===== src/pkg/vma_defs.svh =====
// Register offsets, field positions, reset values and timing counts of the monitor converter
`ifndef VMA_DEFS_SVH
`define VMA_DEFS_SVH

// ------------------------------------------------------------
// Converter and timing
// ------------------------------------------------------------
`define VMA_RES_BITS 10
`define VMA_NOMINAL_CODE 10'h300
`define VMA_AVG_COUNT 16
`define VMA_AVG_SHIFT 4
`define VMA_CLK_PERIOD_NS 5
`define VMA_CONV_TIME_US 711
`define VMA_MEAS_TIME_US 11380
`define VMA_CONV_CYCLES ((`VMA_CONV_TIME_US * 1000) / `VMA_CLK_PERIOD_NS)

// ------------------------------------------------------------
// Register offsets
// ------------------------------------------------------------
`define VMA_REG_CHIPSET_READ 8'h21
`define VMA_REG_SUPPLY_READ 8'h22
`define VMA_REG_REMOTE1_READ 8'h25
`define VMA_REG_LOCAL_READ 8'h26
`define VMA_REG_REMOTE2_READ 8'h27
`define VMA_REG_STATUS 8'h41
`define VMA_REG_LOW_LIMIT 8'h46
`define VMA_REG_HIGH_LIMIT 8'h47
`define VMA_REG_CHAN_SEL 8'h55
`define VMA_REG_CFG2 8'h73

// ------------------------------------------------------------
// Reset values
// ------------------------------------------------------------
`define VMA_RST_LOW_LIMIT 8'h00
`define VMA_RST_HIGH_LIMIT 8'hFF
`define VMA_RST_CHAN_SEL 8'h00
`define VMA_RST_CFG2 8'h00

// ------------------------------------------------------------
// Field positions
// ------------------------------------------------------------
`define VMA_CFG2_AVG_OFF 4
`define VMA_CFG2_BYPASS 5
`define VMA_CFG2_SINGLE 6
`define VMA_CHSEL_MSB 7
`define VMA_CHSEL_LSB 5
`define VMA_STAT_LOW 0
`define VMA_STAT_HIGH 1

// ------------------------------------------------------------
// Channel codes
// ------------------------------------------------------------
`define VMA_CH_CHIPSET 3'h1
`define VMA_CH_SUPPLY 3'h2
`define VMA_CH_REMOTE1 3'h5
`define VMA_CH_LOCAL 3'h6
`define VMA_CH_REMOTE2 3'h7

`endif


===== src/pkg/vma_pkg.sv =====
// Types shared by the monitor converter control
package vma_pkg;

    typedef logic [2:0] vma_chan_t;

    typedef struct packed {
        logic ptr_wr;
        logic data_wr;
        logic rd;
        logic [7:0] data;
    } vma_reg_req_t;

    typedef enum logic [1:0] {
        VMA_ST_START = 2'b01,
        VMA_ST_BUSY = 2'b10
    } vma_state_t;

endpackage


===== src/core/vma_sar_seq.sv =====
// Successive-approximation sequencer for the shared 10-bit converter
`timescale 1ns/100ps
`include "vma_defs.svh"

module vma_sar_seq #(
    parameter int RES_BITS = `VMA_RES_BITS,
    parameter int CONV_CYCLES = `VMA_CONV_CYCLES
) (
    input wire logic i_sys_clk,
    input wire logic i_reset_n,
    input wire logic i_start,
    input wire logic i_cmp,
    output logic [RES_BITS-1:0] o_dac_code,
    output logic o_done,
    output logic [RES_BITS-1:0] o_result
);

    localparam int STEP = CONV_CYCLES / RES_BITS;

    // Elaboration-time refusal of widths and trial lengths the sequencer cannot serve
    if (RES_BITS != `VMA_RES_BITS || STEP < 4) begin : g_bad_cfg
        $error("vma_sar_seq: unsupported width or conversion time");
    end

    // ------------------------------------------------------------
    // Comparator synchroniser
    // ------------------------------------------------------------
    logic cmp_meta_r;
    logic cmp_sync_r;

    always_ff @(posedge i_sys_clk or negedge i_reset_n) begin
        if (!i_reset_n) begin
            cmp_meta_r <= 1'b0;
            cmp_sync_r <= 1'b0;
        end else begin
            cmp_meta_r <= i_cmp;
            cmp_sync_r <= cmp_meta_r;
        end
    end

    // ------------------------------------------------------------
    // Bit trials
    // ------------------------------------------------------------
    logic busy_r;
    logic [3:0] bit_r;
    logic [31:0] tick_r;
    logic [RES_BITS-1:0] code_r;
    wire step_end = busy_r && (tick_r == 32'(STEP - 1));
    wire last_bit = (bit_r == 4'h0);
    // Keep the trial bit when the input is at or above the trial level
    wire [RES_BITS-1:0] kept = cmp_sync_r ? code_r : (code_r & ~(RES_BITS'(1) << bit_r));
    wire [RES_BITS-1:0] next_trial = kept | (RES_BITS'(1) << (bit_r - 4'h1));

    always_ff @(posedge i_sys_clk or negedge i_reset_n) begin
        if (!i_reset_n) begin
            busy_r <= 1'b0;
            bit_r <= 4'h0;
            tick_r <= 32'h0;
            code_r <= '0;
            o_done <= 1'b0;
            o_result <= '0;
        end else begin
            o_done <= 1'b0;
            if (!busy_r && i_start) begin
                busy_r <= 1'b1;
                bit_r <= 4'(RES_BITS - 1);
                tick_r <= 32'h0;
                code_r <= RES_BITS'(1) << (RES_BITS - 1);
            end else if (step_end) begin
                tick_r <= 32'h0;
                if (last_bit) begin
                    busy_r <= 1'b0;
                    o_done <= 1'b1;
                    o_result <= kept;
                    code_r <= kept;
                end else begin
                    bit_r <= bit_r - 4'h1;
                    code_r <= next_trial;
                end
            end else if (busy_r) begin
                tick_r <= tick_r + 32'h1;
            end
        end
    end

    assign o_dac_code = code_r;

endmodule // vma_sar_seq


===== src/core/vma_conv_ctrl.sv =====
// Converter sequencing, averaging, reading and limit registers and bus alert
`timescale 1ns/100ps
`include "vma_defs.svh"

// Summary of operation
// - All inputs pass one shared multiplexer into one successive-approximation converter giving 10-bit results.
// - A nominal rail input produces code 0x300, three quarters of full scale, leaving overvoltage headroom.
// - With averaging on each conversion takes 711 us and 16 are averaged per reading, about 11.38 ms in all.
// - Bit 4 of the second configuration register turns averaging off so every conversion is stored.
// - Bit 5 of the second configuration register switches the attenuator out of the chipset-rail path.
// - Bit 6 of the second configuration register converts only one chosen channel, once every 711 us.
// - In single-channel mode bits 7:5 of register 0x55 choose the channel by its three-bit code.
// - Besides temperatures, the chipset-rail input and the device's own supply are measured.
// - Each chipset-rail reading is checked against the low and high limits and sets a status bit when outside.
// - A chipset-rail limit violation drives the open-drain alert line low.
// - The alert is released at a status read only when the fault has gone.
module vma_conv_ctrl #(
    parameter int CONV_CYCLES = `VMA_CONV_CYCLES
) (
    input wire logic i_sys_clk,
    input wire logic i_reset_n,
    input wire vma_pkg::vma_reg_req_t i_reg_req,
    output logic [7:0] o_rd_data,
    output logic o_rd_valid,
    input wire logic i_cmp,
    output logic [`VMA_RES_BITS-1:0] o_dac_code,
    output logic [2:0] o_mux_sel,
    output logic o_atten_bypass,
    output logic o_alert_o,
    output logic o_alert_oe
);

    // Elaboration-time refusal of a conversion too short for ten bit trials
    if (CONV_CYCLES < 40) begin : g_bad_conv
        $error("vma_conv_ctrl: conversion time too short");
    end

    // ------------------------------------------------------------
    // Channel helpers
    // ------------------------------------------------------------
    function automatic vma_pkg::vma_chan_t next_chan(input vma_pkg::vma_chan_t ch);
        case (ch)
            `VMA_CH_CHIPSET: next_chan = `VMA_CH_SUPPLY;
            `VMA_CH_SUPPLY: next_chan = `VMA_CH_REMOTE1;
            `VMA_CH_REMOTE1: next_chan = `VMA_CH_LOCAL;
            `VMA_CH_LOCAL: next_chan = `VMA_CH_REMOTE2;
            default: next_chan = `VMA_CH_CHIPSET;
        endcase
    endfunction

    function automatic logic chan_legal(input vma_pkg::vma_chan_t ch);
        chan_legal = (ch == `VMA_CH_CHIPSET) || (ch == `VMA_CH_SUPPLY) || (ch == `VMA_CH_REMOTE1)
            || (ch == `VMA_CH_LOCAL) || (ch == `VMA_CH_REMOTE2);
    endfunction

    // ------------------------------------------------------------
    // Register pointer and writable registers
    // ------------------------------------------------------------
    logic [7:0] ptr_r;
    logic [7:0] low_lim_r;
    logic [7:0] high_lim_r;
    logic [7:0] chan_sel_r;
    logic [7:0] cfg2_r;
    wire wr_low = i_reg_req.data_wr && (ptr_r == `VMA_REG_LOW_LIMIT);
    wire wr_high = i_reg_req.data_wr && (ptr_r == `VMA_REG_HIGH_LIMIT);
    wire wr_sel = i_reg_req.data_wr && (ptr_r == `VMA_REG_CHAN_SEL);
    wire wr_cfg2 = i_reg_req.data_wr && (ptr_r == `VMA_REG_CFG2);
    wire avg_off = cfg2_r[`VMA_CFG2_AVG_OFF];
    wire single_mode = cfg2_r[`VMA_CFG2_SINGLE];
    wire [2:0] sel_code = chan_sel_r[`VMA_CHSEL_MSB:`VMA_CHSEL_LSB];

    always_ff @(posedge i_sys_clk or negedge i_reset_n) begin
        if (!i_reset_n) begin
            ptr_r <= 8'h00;
            low_lim_r <= `VMA_RST_LOW_LIMIT;
            high_lim_r <= `VMA_RST_HIGH_LIMIT;
            chan_sel_r <= `VMA_RST_CHAN_SEL;
            cfg2_r <= `VMA_RST_CFG2;
        end else begin
            if (i_reg_req.ptr_wr) begin
                ptr_r <= i_reg_req.data;
            end
            if (wr_low) begin
                low_lim_r <= i_reg_req.data;
            end
            if (wr_high) begin
                high_lim_r <= i_reg_req.data;
            end
            if (wr_sel) begin
                chan_sel_r <= i_reg_req.data;
            end
            if (wr_cfg2) begin
                cfg2_r <= i_reg_req.data;
            end
        end
    end

    // ------------------------------------------------------------
    // Conversion sequencing
    // ------------------------------------------------------------
    vma_pkg::vma_state_t state_r;
    vma_pkg::vma_chan_t cur_ch_r;
    logic [3:0] avg_cnt_r;
    logic [13:0] acc_r;
    logic sar_done;
    logic [`VMA_RES_BITS-1:0] sar_result;
    wire sar_start = (state_r == vma_pkg::VMA_ST_START);
    wire store = sar_done && (avg_off || (avg_cnt_r == 4'(`VMA_AVG_COUNT - 1)));
    wire [13:0] acc_sum = acc_r + 14'(sar_result);
    wire [`VMA_RES_BITS-1:0] avg_value = avg_off ? sar_result : acc_sum[13:`VMA_AVG_SHIFT];
    // Single mode falls back to the chipset rail on an unused select code
    wire vma_pkg::vma_chan_t meas_ch = single_mode ? (chan_legal(sel_code) ? sel_code : `VMA_CH_CHIPSET)
        : next_chan(cur_ch_r);

    vma_sar_seq #(
        .RES_BITS(`VMA_RES_BITS),
        .CONV_CYCLES(CONV_CYCLES)
    ) u_sar (
        .i_sys_clk(i_sys_clk),
        .i_reset_n(i_reset_n),
        .i_start(sar_start),
        .i_cmp(i_cmp),
        .o_dac_code(o_dac_code),
        .o_done(sar_done),
        .o_result(sar_result)
    );

    always_ff @(posedge i_sys_clk or negedge i_reset_n) begin
        if (!i_reset_n) begin
            state_r <= vma_pkg::VMA_ST_START;
            cur_ch_r <= `VMA_CH_CHIPSET;
            avg_cnt_r <= 4'h0;
            acc_r <= 14'h0;
        end else begin
            unique case (state_r)
                vma_pkg::VMA_ST_START: state_r <= vma_pkg::VMA_ST_BUSY;
                vma_pkg::VMA_ST_BUSY: begin
                    if (sar_done) begin
                        state_r <= vma_pkg::VMA_ST_START;
                        avg_cnt_r <= store ? 4'h0 : avg_cnt_r + 4'h1;
                        acc_r <= store ? 14'h0 : acc_sum;
                        if (store) begin
                            cur_ch_r <= meas_ch;
                        end
                    end
                end
                default: state_r <= vma_pkg::VMA_ST_START;
            endcase
        end
    end

    // ------------------------------------------------------------
    // Reading storage
    // ------------------------------------------------------------
    logic [`VMA_RES_BITS-1:0] reading_r [8];
    // The 0x300 nominal point is set by the analog scaling; all ten bits are kept
    always_ff @(posedge i_sys_clk or negedge i_reset_n) begin
        if (!i_reset_n) begin
            for (int i = 0; i < 8; i++) begin
                reading_r[i] <= '0;
            end
        end else if (store) begin
            reading_r[cur_ch_r] <= avg_value;
        end
    end

    // ------------------------------------------------------------
    // Limit checks, status and alert
    // ------------------------------------------------------------
    logic [1:0] status_r;
    logic [1:0] fault_r;
    wire chip_store = store && (cur_ch_r == `VMA_CH_CHIPSET);
    wire [7:0] chip_msb = avg_value[9:2];
    wire [1:0] viol = {chip_msb > high_lim_r, chip_msb < low_lim_r};
    wire [1:0] new_fault = chip_store ? viol : fault_r;
    wire stat_rd = i_reg_req.rd && (ptr_r == `VMA_REG_STATUS);
    // A read clears only bits whose fault has gone; a new violation always wins
    wire [1:0] status_nxt = stat_rd ? (new_fault | (status_r & fault_r)) : (status_r | (chip_store ? viol : 2'b00));

    always_ff @(posedge i_sys_clk or negedge i_reset_n) begin
        if (!i_reset_n) begin
            status_r <= 2'b00;
            fault_r <= 2'b00;
        end else begin
            fault_r <= new_fault;
            status_r <= status_nxt;
        end
    end

    assign o_alert_o = 1'b0;
    assign o_alert_oe = |status_r;
    assign o_mux_sel = cur_ch_r;
    assign o_atten_bypass = cfg2_r[`VMA_CFG2_BYPASS];

    // ------------------------------------------------------------
    // Register read port
    // ------------------------------------------------------------
    logic [7:0] rd_mux;
    always_comb begin
        unique case (ptr_r)
            `VMA_REG_CHIPSET_READ: rd_mux = reading_r[`VMA_CH_CHIPSET][9:2];
            `VMA_REG_SUPPLY_READ: rd_mux = reading_r[`VMA_CH_SUPPLY][9:2];
            `VMA_REG_REMOTE1_READ: rd_mux = reading_r[`VMA_CH_REMOTE1][9:2];
            `VMA_REG_LOCAL_READ: rd_mux = reading_r[`VMA_CH_LOCAL][9:2];
            `VMA_REG_REMOTE2_READ: rd_mux = reading_r[`VMA_CH_REMOTE2][9:2];
            `VMA_REG_STATUS: rd_mux = {6'h00, status_r};
            `VMA_REG_LOW_LIMIT: rd_mux = low_lim_r;
            `VMA_REG_HIGH_LIMIT: rd_mux = high_lim_r;
            `VMA_REG_CHAN_SEL: rd_mux = chan_sel_r;
            `VMA_REG_CFG2: rd_mux = cfg2_r;
            default: rd_mux = 8'h00;
        endcase
    end

    always_ff @(posedge i_sys_clk or negedge i_reset_n) begin
        if (!i_reset_n) begin
            o_rd_data <= 8'h00;
            o_rd_valid <= 1'b0;
        end else begin
            o_rd_valid <= i_reg_req.rd;
            if (i_reg_req.rd) begin
                o_rd_data <= rd_mux;
            end
        end
    end
endmodule // vma_conv_ctrl


===== config.mk =====
export PLATFORM = sky130hd
export DESIGN_NAME = vma_conv_ctrl
export DESIGN_NICKNAME = d
export VERILOG_FILES = /design/src/pkg/vma_pkg.sv /design/src/core/vma_sar_seq.sv /design/src/core/vma_conv_ctrl.sv
export VERILOG_INCLUDE_DIRS = /design/src /design/src/pkg
export SDC_FILE = /design/constraint.sdc
export NUM_CORES = 1
export LEC_CHECK = 0
export BUFFER_PORTS_ARGS = -buffer_cell sky130_fd_sc_hd__buf_2
export CORE_MARGIN = 1.5
export CORE_UTILIZATION = 49
export DETAILED_ROUTE_END_ITERATION = 8
export PLACE_DENSITY = 0.67
export SETUP_SLACK_MARGIN = 0.2
export SKIP_LAST_GASP = 1
export SLEW_MARGIN = 15
export SYNTH_ARGS = -nofsm -noshare
export SYNTH_HDL_FRONTEND = slang
export SYNTH_SLANG_ARGS = --single-unit
export TNS_END_PERCENT = 50

===== constraint.sdc =====
create_clock -name i_sys_clk -period 9.3 [get_ports i_sys_clk]
set_input_delay 1.86 -clock i_sys_clk [delete_from_list [all_inputs] [get_ports i_sys_clk]]
set_output_delay 1.86 -clock i_sys_clk [all_outputs]
set_load 0.02 [all_outputs]

# After elaboration in Yosys (flattened, before gate mapping)
# Index checks and enable logic that the tools add are counted.
dict set report totals {
  ff_bits 216
  in_bits 14
  output_inout_bits 25
  wordCells 129
}
dict set report classes {
  add_sub_neg 4
  n_lt_le_gt_ge 4
  eq_ne 25
  n_shift 2
  n_mux 31
  n_bitwise 8
  n_reduce_logical 26
}
# operator n
set op_table {}
lappend op_table {{32-bit two-way mux} 3}
lappend op_table {{80-bit bitwise mux} 1}
lappend op_table {{8-bit one-hot mux with 10 select lines} 1}
lappend op_table {{10-bit two-way mux} 6}
lappend op_table {{8-bit by 6-bit == test with 1-bit output (second input constant)} 5}
lappend op_table {{8-bit by 7-bit == test with 1-bit output (second input constant)} 5}
lappend op_table {{32-bit by 1-bit adder with 32-bit output (second input constant)} 1}
lappend op_table {{32-bit by 14-bit == test with 1-bit output (second input constant)} 1}
lappend op_table {{10-bit demux with 3-bit select} 1}
lappend op_table {{1-bit by 4-bit << shifter with 10-bit output (first input constant)} 2}
lappend op_table {{4-bit two-way mux} 4}
lappend op_table {{3-bit == test (second input constant)} 5}
lappend op_table {{14-bit by 10-bit adder with 14-bit output} 1}
lappend op_table {{14-bit two-way mux} 1}
lappend op_table {{3-bit one-hot mux with 4 select lines} 1}
lappend op_table {{10-bit AND} 1}
lappend op_table {{1-bit logical AND} 10}
lappend op_table {{10-bit NOT} 1}
lappend op_table {{10-bit bitwise OR} 1}
lappend op_table {{8-bit greater-than comparator} 1}
lappend op_table {{8-bit < comparator} 1}
lappend op_table {{2-bit two-way mux} 4}
lappend op_table {{3-bit by 1-bit == test with 1-bit output (second input constant)} 2}
lappend op_table {{3-bit by 2-bit == test with 1-bit output (second input constant)} 2}
lappend op_table {{24 further kinds} 39}

# Longest topological paths before layout
dict set report logic_depth {
  word_depth 8
  mapped_depth 15
  ltp_nobuf 15
}

# Modules after synthesis
# Synthesis repeated with hierarchy kept, for this count alone.
dict set report unflattened {
  hier_cells 986
  area_unflattened_um2 9854.5
}
# mod n_inst cells_per_inst area_each_um2 seq_area_each_um2
set modules_own_cells {}
lappend modules_own_cells {vma_conv_ctrl 1 638 6541.3 2915.3}
lappend modules_own_cells {vma_sar_seq 1 348 3313.2 1501.4}

# Worst setup path before layout
# No wires, ideal clock.
dict set report synth_path {
  kind {reg2reg}
  start {reg acc_r[0]}
  end {reg status_r[0]}
  setup_ns 0.066
  t_arrival_ns 3.562
  required_ns 9.234
  path_slack_ns 5.672
  path_stages_with_launch 14
  path_buffers 0
  synth_period_minus_slack_ns 3.628
  path_cell_list {dfrtp_1 ha_1 fa_1 a211oi_1 o211ai_1 a41oi_1 nor2_1 o211ai_1 ha_1 and4_1 a2111oi_0 nand2_1 o21ai_0 nand2b_1}
}
dict set report synth_via {
  elab_chain_cells 6
  word_cells_on_any_way 8
  classes_between {1 x add/sub; 1 x order compare; 4 x mux; 2 x bitwise}
}
# item line_no
set synth_lines {}
lappend synth_lines {{from (decl)} vma_conv_ctrl.sv:104} ;# logic [13:0] acc_r;
lappend synth_lines {{from (signal assigned)} vma_conv_ctrl.sv:141} ;# acc_r <= store ? 14'h0 : acc_sum;
lappend synth_lines {{14-bit by 10-bit adder with 14-bit output *} vma_conv_ctrl.sv:109} ;# wire [13:0] acc_sum = acc_r + 14'(sar_result);
lappend synth_lines {{10-bit two-way mux *} vma_conv_ctrl.sv:110} ;# wire [`VMA_RES_BITS-1:0] avg_value = avg_off ? sar_result : acc_sum[13:`VMA_AVG_SHIFT];
lappend synth_lines {{named net avg_value[8]} vma_conv_ctrl.sv:110}
lappend synth_lines {{8-bit < comparator *} vma_conv_ctrl.sv:174} ;# wire [1:0] viol = {chip_msb > high_lim_r, chip_msb < low_lim_r};
lappend synth_lines {{2-bit two-way mux, on equally long branches} {vma_conv_ctrl.sv:178, vma_conv_ctrl.sv:175}}
lappend synth_lines {{2-bit bitwise OR} vma_conv_ctrl.sv:178} ;# wire [1:0] status_nxt = stat_rd ? (new_fault | (status_r & fault_r)) : (status_r | (chip_store ? viol : 2'b00) ...
lappend synth_lines {{2-bit two-way mux *} vma_conv_ctrl.sv:178}
lappend synth_lines {{named net status_nxt[0]} vma_conv_ctrl.sv:178}
lappend synth_lines {{to (signal assigned)} vma_conv_ctrl.sv:186} ;# status_r <= status_nxt;
lappend synth_lines {{to (decl)} vma_conv_ctrl.sv:170} ;# logic [1:0] status_r;
# Mark *: on every way through the listed nets, which the timed path passes. The rest lies on a longest branch.
# A chain may end at the register's enable or synchronous reset.

# Final worst setup path
# Ends and elaborated chain as after synthesis.

==> summary.md <==
| Metric | Value |
|---|---|
| Status | finished clean |
| Io pins | 39 |
| Vias/cell | 5.945 |
| Slowest CP cell | o211ai_1 |
| # setup viols final | 0 |
| Final WL | 22240 um |
| Leakage power | 4.681 nW |
| Largest net degree at the start of global routing | 105 |
| Starting Density | 0.4974 |
| Worst Path Buf+Inv | 0 |
| Post-CTS sizing | 0 |
| Fraction of layout cells with a size suffix above 1 | 0.1698 |
| Die Width | 140.3 um |
| Critical path class | reg2reg |
| Maximum vdd drop | 110.5 uV |
| PwrDens | 161.7 mW/mm^2 |
| Grt total ovfl | 0 |
| Relative slew slack | 0.3414 |
| Slowest cell delay on critical path | 0.56 ns |
| Die area | 0.01969 mm^2 |
| Seq cells post-synth | 176 |
| Hold Path Class | reg2reg |
| CP cell instances | ha_1 > fa_1 > a211oi_1 > o211ai_1 > a41oi_1 > nor2_1 > o211ai_1 > ha_1 > and4_1 > a2111oi_0 > o21ai_0 > o21ai_0 > nand2b_1 |
| Worst path arrival time | between 4 and 5 ns |
| Kind of end point of the critical path | flop |
| Maximum operating frequency | 0.2343 GHz |
| Final setup margin | 5.032 ns |
| Post-synth top flop | dfrtp_1 |
| Total global-route track usage | 0.2368 |
| I/O Buffers | 37 |
| H-tree depth | 4 |
| Post-synth top area share | 0.4495 |
| Placer Congestion | 0.8786 |
| Routed Antenna Nets | 0 |
| Final Max Tran Viols | 0 |
| Final Non-Filler Cells | 1206 |
| Core area | 0.01858 mm^2 |
| # hold bufs at CTS | 0 |
| Unrepaired setup endpoints after global routing | no |
| Share of synthesized flip-flops with an asynchronous set or reset | 1.000 |
| DRC viols | 0 |
| Drt first pass iters | 5 |
| Worst hold slack | 0.3518 ns |
| Worst Skew | 0.009592 ns |
| Final min period | between 4 and 5 ns |
| Seq/Total Area, Yosys | 0.4779 |
| Clock sinks | about 180 |
| Final TNS setup | 0 ns |
| Number of global-route vias before repair | approximately 7000 |
| Worst-case clock buffer depth | 2 |
| Yosys warns | 0 |
| Total Power | roughly 0.0017 W |
| Cell at the root of the clock tree | clkbuf_16 |
| Area grow syn2layout | 11.14% |
| DRT iter0 DRCs | 583 |
| CP delay by family, top | compound AO/OA/AOI/OAI gates |
| Post-DP HPWL | 15260 um |
| Via count | 7170 |
| Post-CTS Repair Setup Buffers | 0 |
| WP data required | 9.66 ns |
| Biggest area consumer among synthesized cells | dfrtp_1 |
| Synthesized Nets | 982 |
| CTS tree | done |
| Die height | 140.3 um |
| Hold Violations, Final | 0 |
| Worst-path clk slew | 0.07 ns |
| Period utilization | 0.4589 |
| Slew @ Worst Pin | between 0.9 and 1 ns |
| Worst setup SP type | flop |
| FF-to-FF setup slack | 5.03 ns |
| ANT cells | 0 |
| Nets | 1008 |
| Syn Inst Count | 933 |
| Rows | 50 |
| Clk_lat worst skew | between 0.4 and 0.5 ns |
| Max-cap viol count | 0 |
| Largest cells by area after synthesis | dfrtp_1 45%, mux2_2 7.3%, nand2_1 4.8%, ha_1 4.6%, nor2_1 3.4% |
| Synth cell types | 78 |
| Post-DR wirelength/cell | 18.44 um |
| Number of synthesized flops with an enable pin | 0 |
| Inst Count DP | 1174 |
| Setup WS pre-CTS | 5.037 ns |
| Max FO, Critical Path | 7 |
| Synth Cell Area | 0.009241 mm^2 |
| First-pass GRT wire length | roughly 37000 um |
| CTS Buf Count | 17 |
| Initial antenna violation count | 0 |
| Avg Cell Area, Syn | roughly 9.9 um^2 |
per-stage QoR:
step	instance area, um^2	util
final	10270	0.5528
after global placement	9628	0.5182
after floorplan	9241	-
after CTS	10270	0.5528
after detailed placement	9628	0.5182
after global routing	10270	0.5528
power breakdown:
| group | leakage, nW | internal, W | switching, W |
|---|---|---|---|
| registers | 2.34 | 0.000782 | 0.0000218 |
| clock network | 0.311 | 0.000463 | 0.000316 |
| logic | 2.03 | 0.0000301 | 0.0000483 |
cell families after synthesis:
group           count (synthesis)  share of synthesized area
other cells                     1                  0.0004058
flops                         176                     0.4779
mux                            70                    0.08394
xor+xnor                       32                    0.03033
compound gates                213                     0.1506
simple gates                  335                     0.1775
buf+inv                        71                    0.03114
fa+ha+maj                      35                    0.04820
registers in the layout, summed over array words and instances, names as in the netlist, 8 cells and up:
| name | flops |
|---|---|
| u_sar.tick_r | 32 |
| u_sar.o_dac_code | 10 |
| low_lim_r | 8 |
| ptr_r | 8 |
| cfg2_r | 8 |
| reading_r | 40 |
| high_lim_r | 8 |
| u_sar.o_result | 10 |
| chan_sel_r | 8 |
| o_rd_data | 8 |
| acc_r | 14 |
final cells by class:
cell class | count | area [um^2]
tap | 234 | 292.8
clock buffer | 19 | 442.9
timing repair buffer | 45 | 251.5
clock inverter | 13 | 200.2
inverter | 33 | 123.9
fill | 1656 | 8309
sequential | 176 | 4417
multi-input combinational | 686 | 4543
layout by cell type, fill, tap and decap left out, types with 7 or more instances in the layout:
| master | count |
|---|---|
| nand4_1 | 14 |
| a221oi_1 | 7 |
| xor2_1 | 18 |
| a22o_1 | 7 |
| xnor2_1 | 14 |
| inv_1 | 32 |
| a21o_1 | 17 |
| a21oi_1 | 42 |
| nand3_1 | 27 |
| a211oi_1 | 8 |
| o31ai_1 | 8 |
| buf_2 | 36 |
| nor3_1 | 12 |
| nand2b_1 | 16 |
| nor2_1 | 84 |
| clkbuf_16 | 17 |
| dfstp_2 | 10 |
| mux2i_1 | 10 |
| ha_1 | 34 |
| buf_4 | 8 |
| mux2_2 | 60 |
| o21ai_0 | 59 |
| a31oi_1 | 14 |
| and3_1 | 9 |
| nor4_1 | 10 |
| nand2_1 | 117 |
| dfrtp_1 | 166 |
path summary, 6_finish.rpt:
kind	startpoint	end	depth (start not counted)
min	u_sar.cmp_meta_r	u_sar.cmp_sync_r	0
max reg2reg	acc_r[0]	status_r[0]	13
min reg2reg	u_sar.cmp_meta_r	u_sar.cmp_sync_r	0
min in group asynchronous	i_reset_n	low_lim_r[1]	1
max in group asynchronous	i_reset_n	reading_r[17]	2
max	acc_r[0]	status_r[0]	13
layer usage:
layer	routed length, um	part of all wire	global-route usage	vias to the layer above
met5	0	0	0	-
met4	457	0.021	0.07812	0
met3	1030	0.046	0.04410	32
met2	10550	0.47	0.3843	190
met1	10200	0.46	0.3213	3534
li1	-	-	-	3414
cell usage after synthesis (all sizes together) (16+ instances only):
| cell type | number |
|---|---|
| dfrtp | 166 |
| nand3 | 28 |
| ha | 34 |
| a21oi | 42 |
| clkbuf | 27 |
| nand2 | 118 |
| a21o | 17 |
| inv | 32 |
| o21ai | 59 |
| nor2 | 84 |
| xor2 | 18 |
| nand2b | 16 |
| mux2 | 60 |
Power figures use the tool's default switching activity.
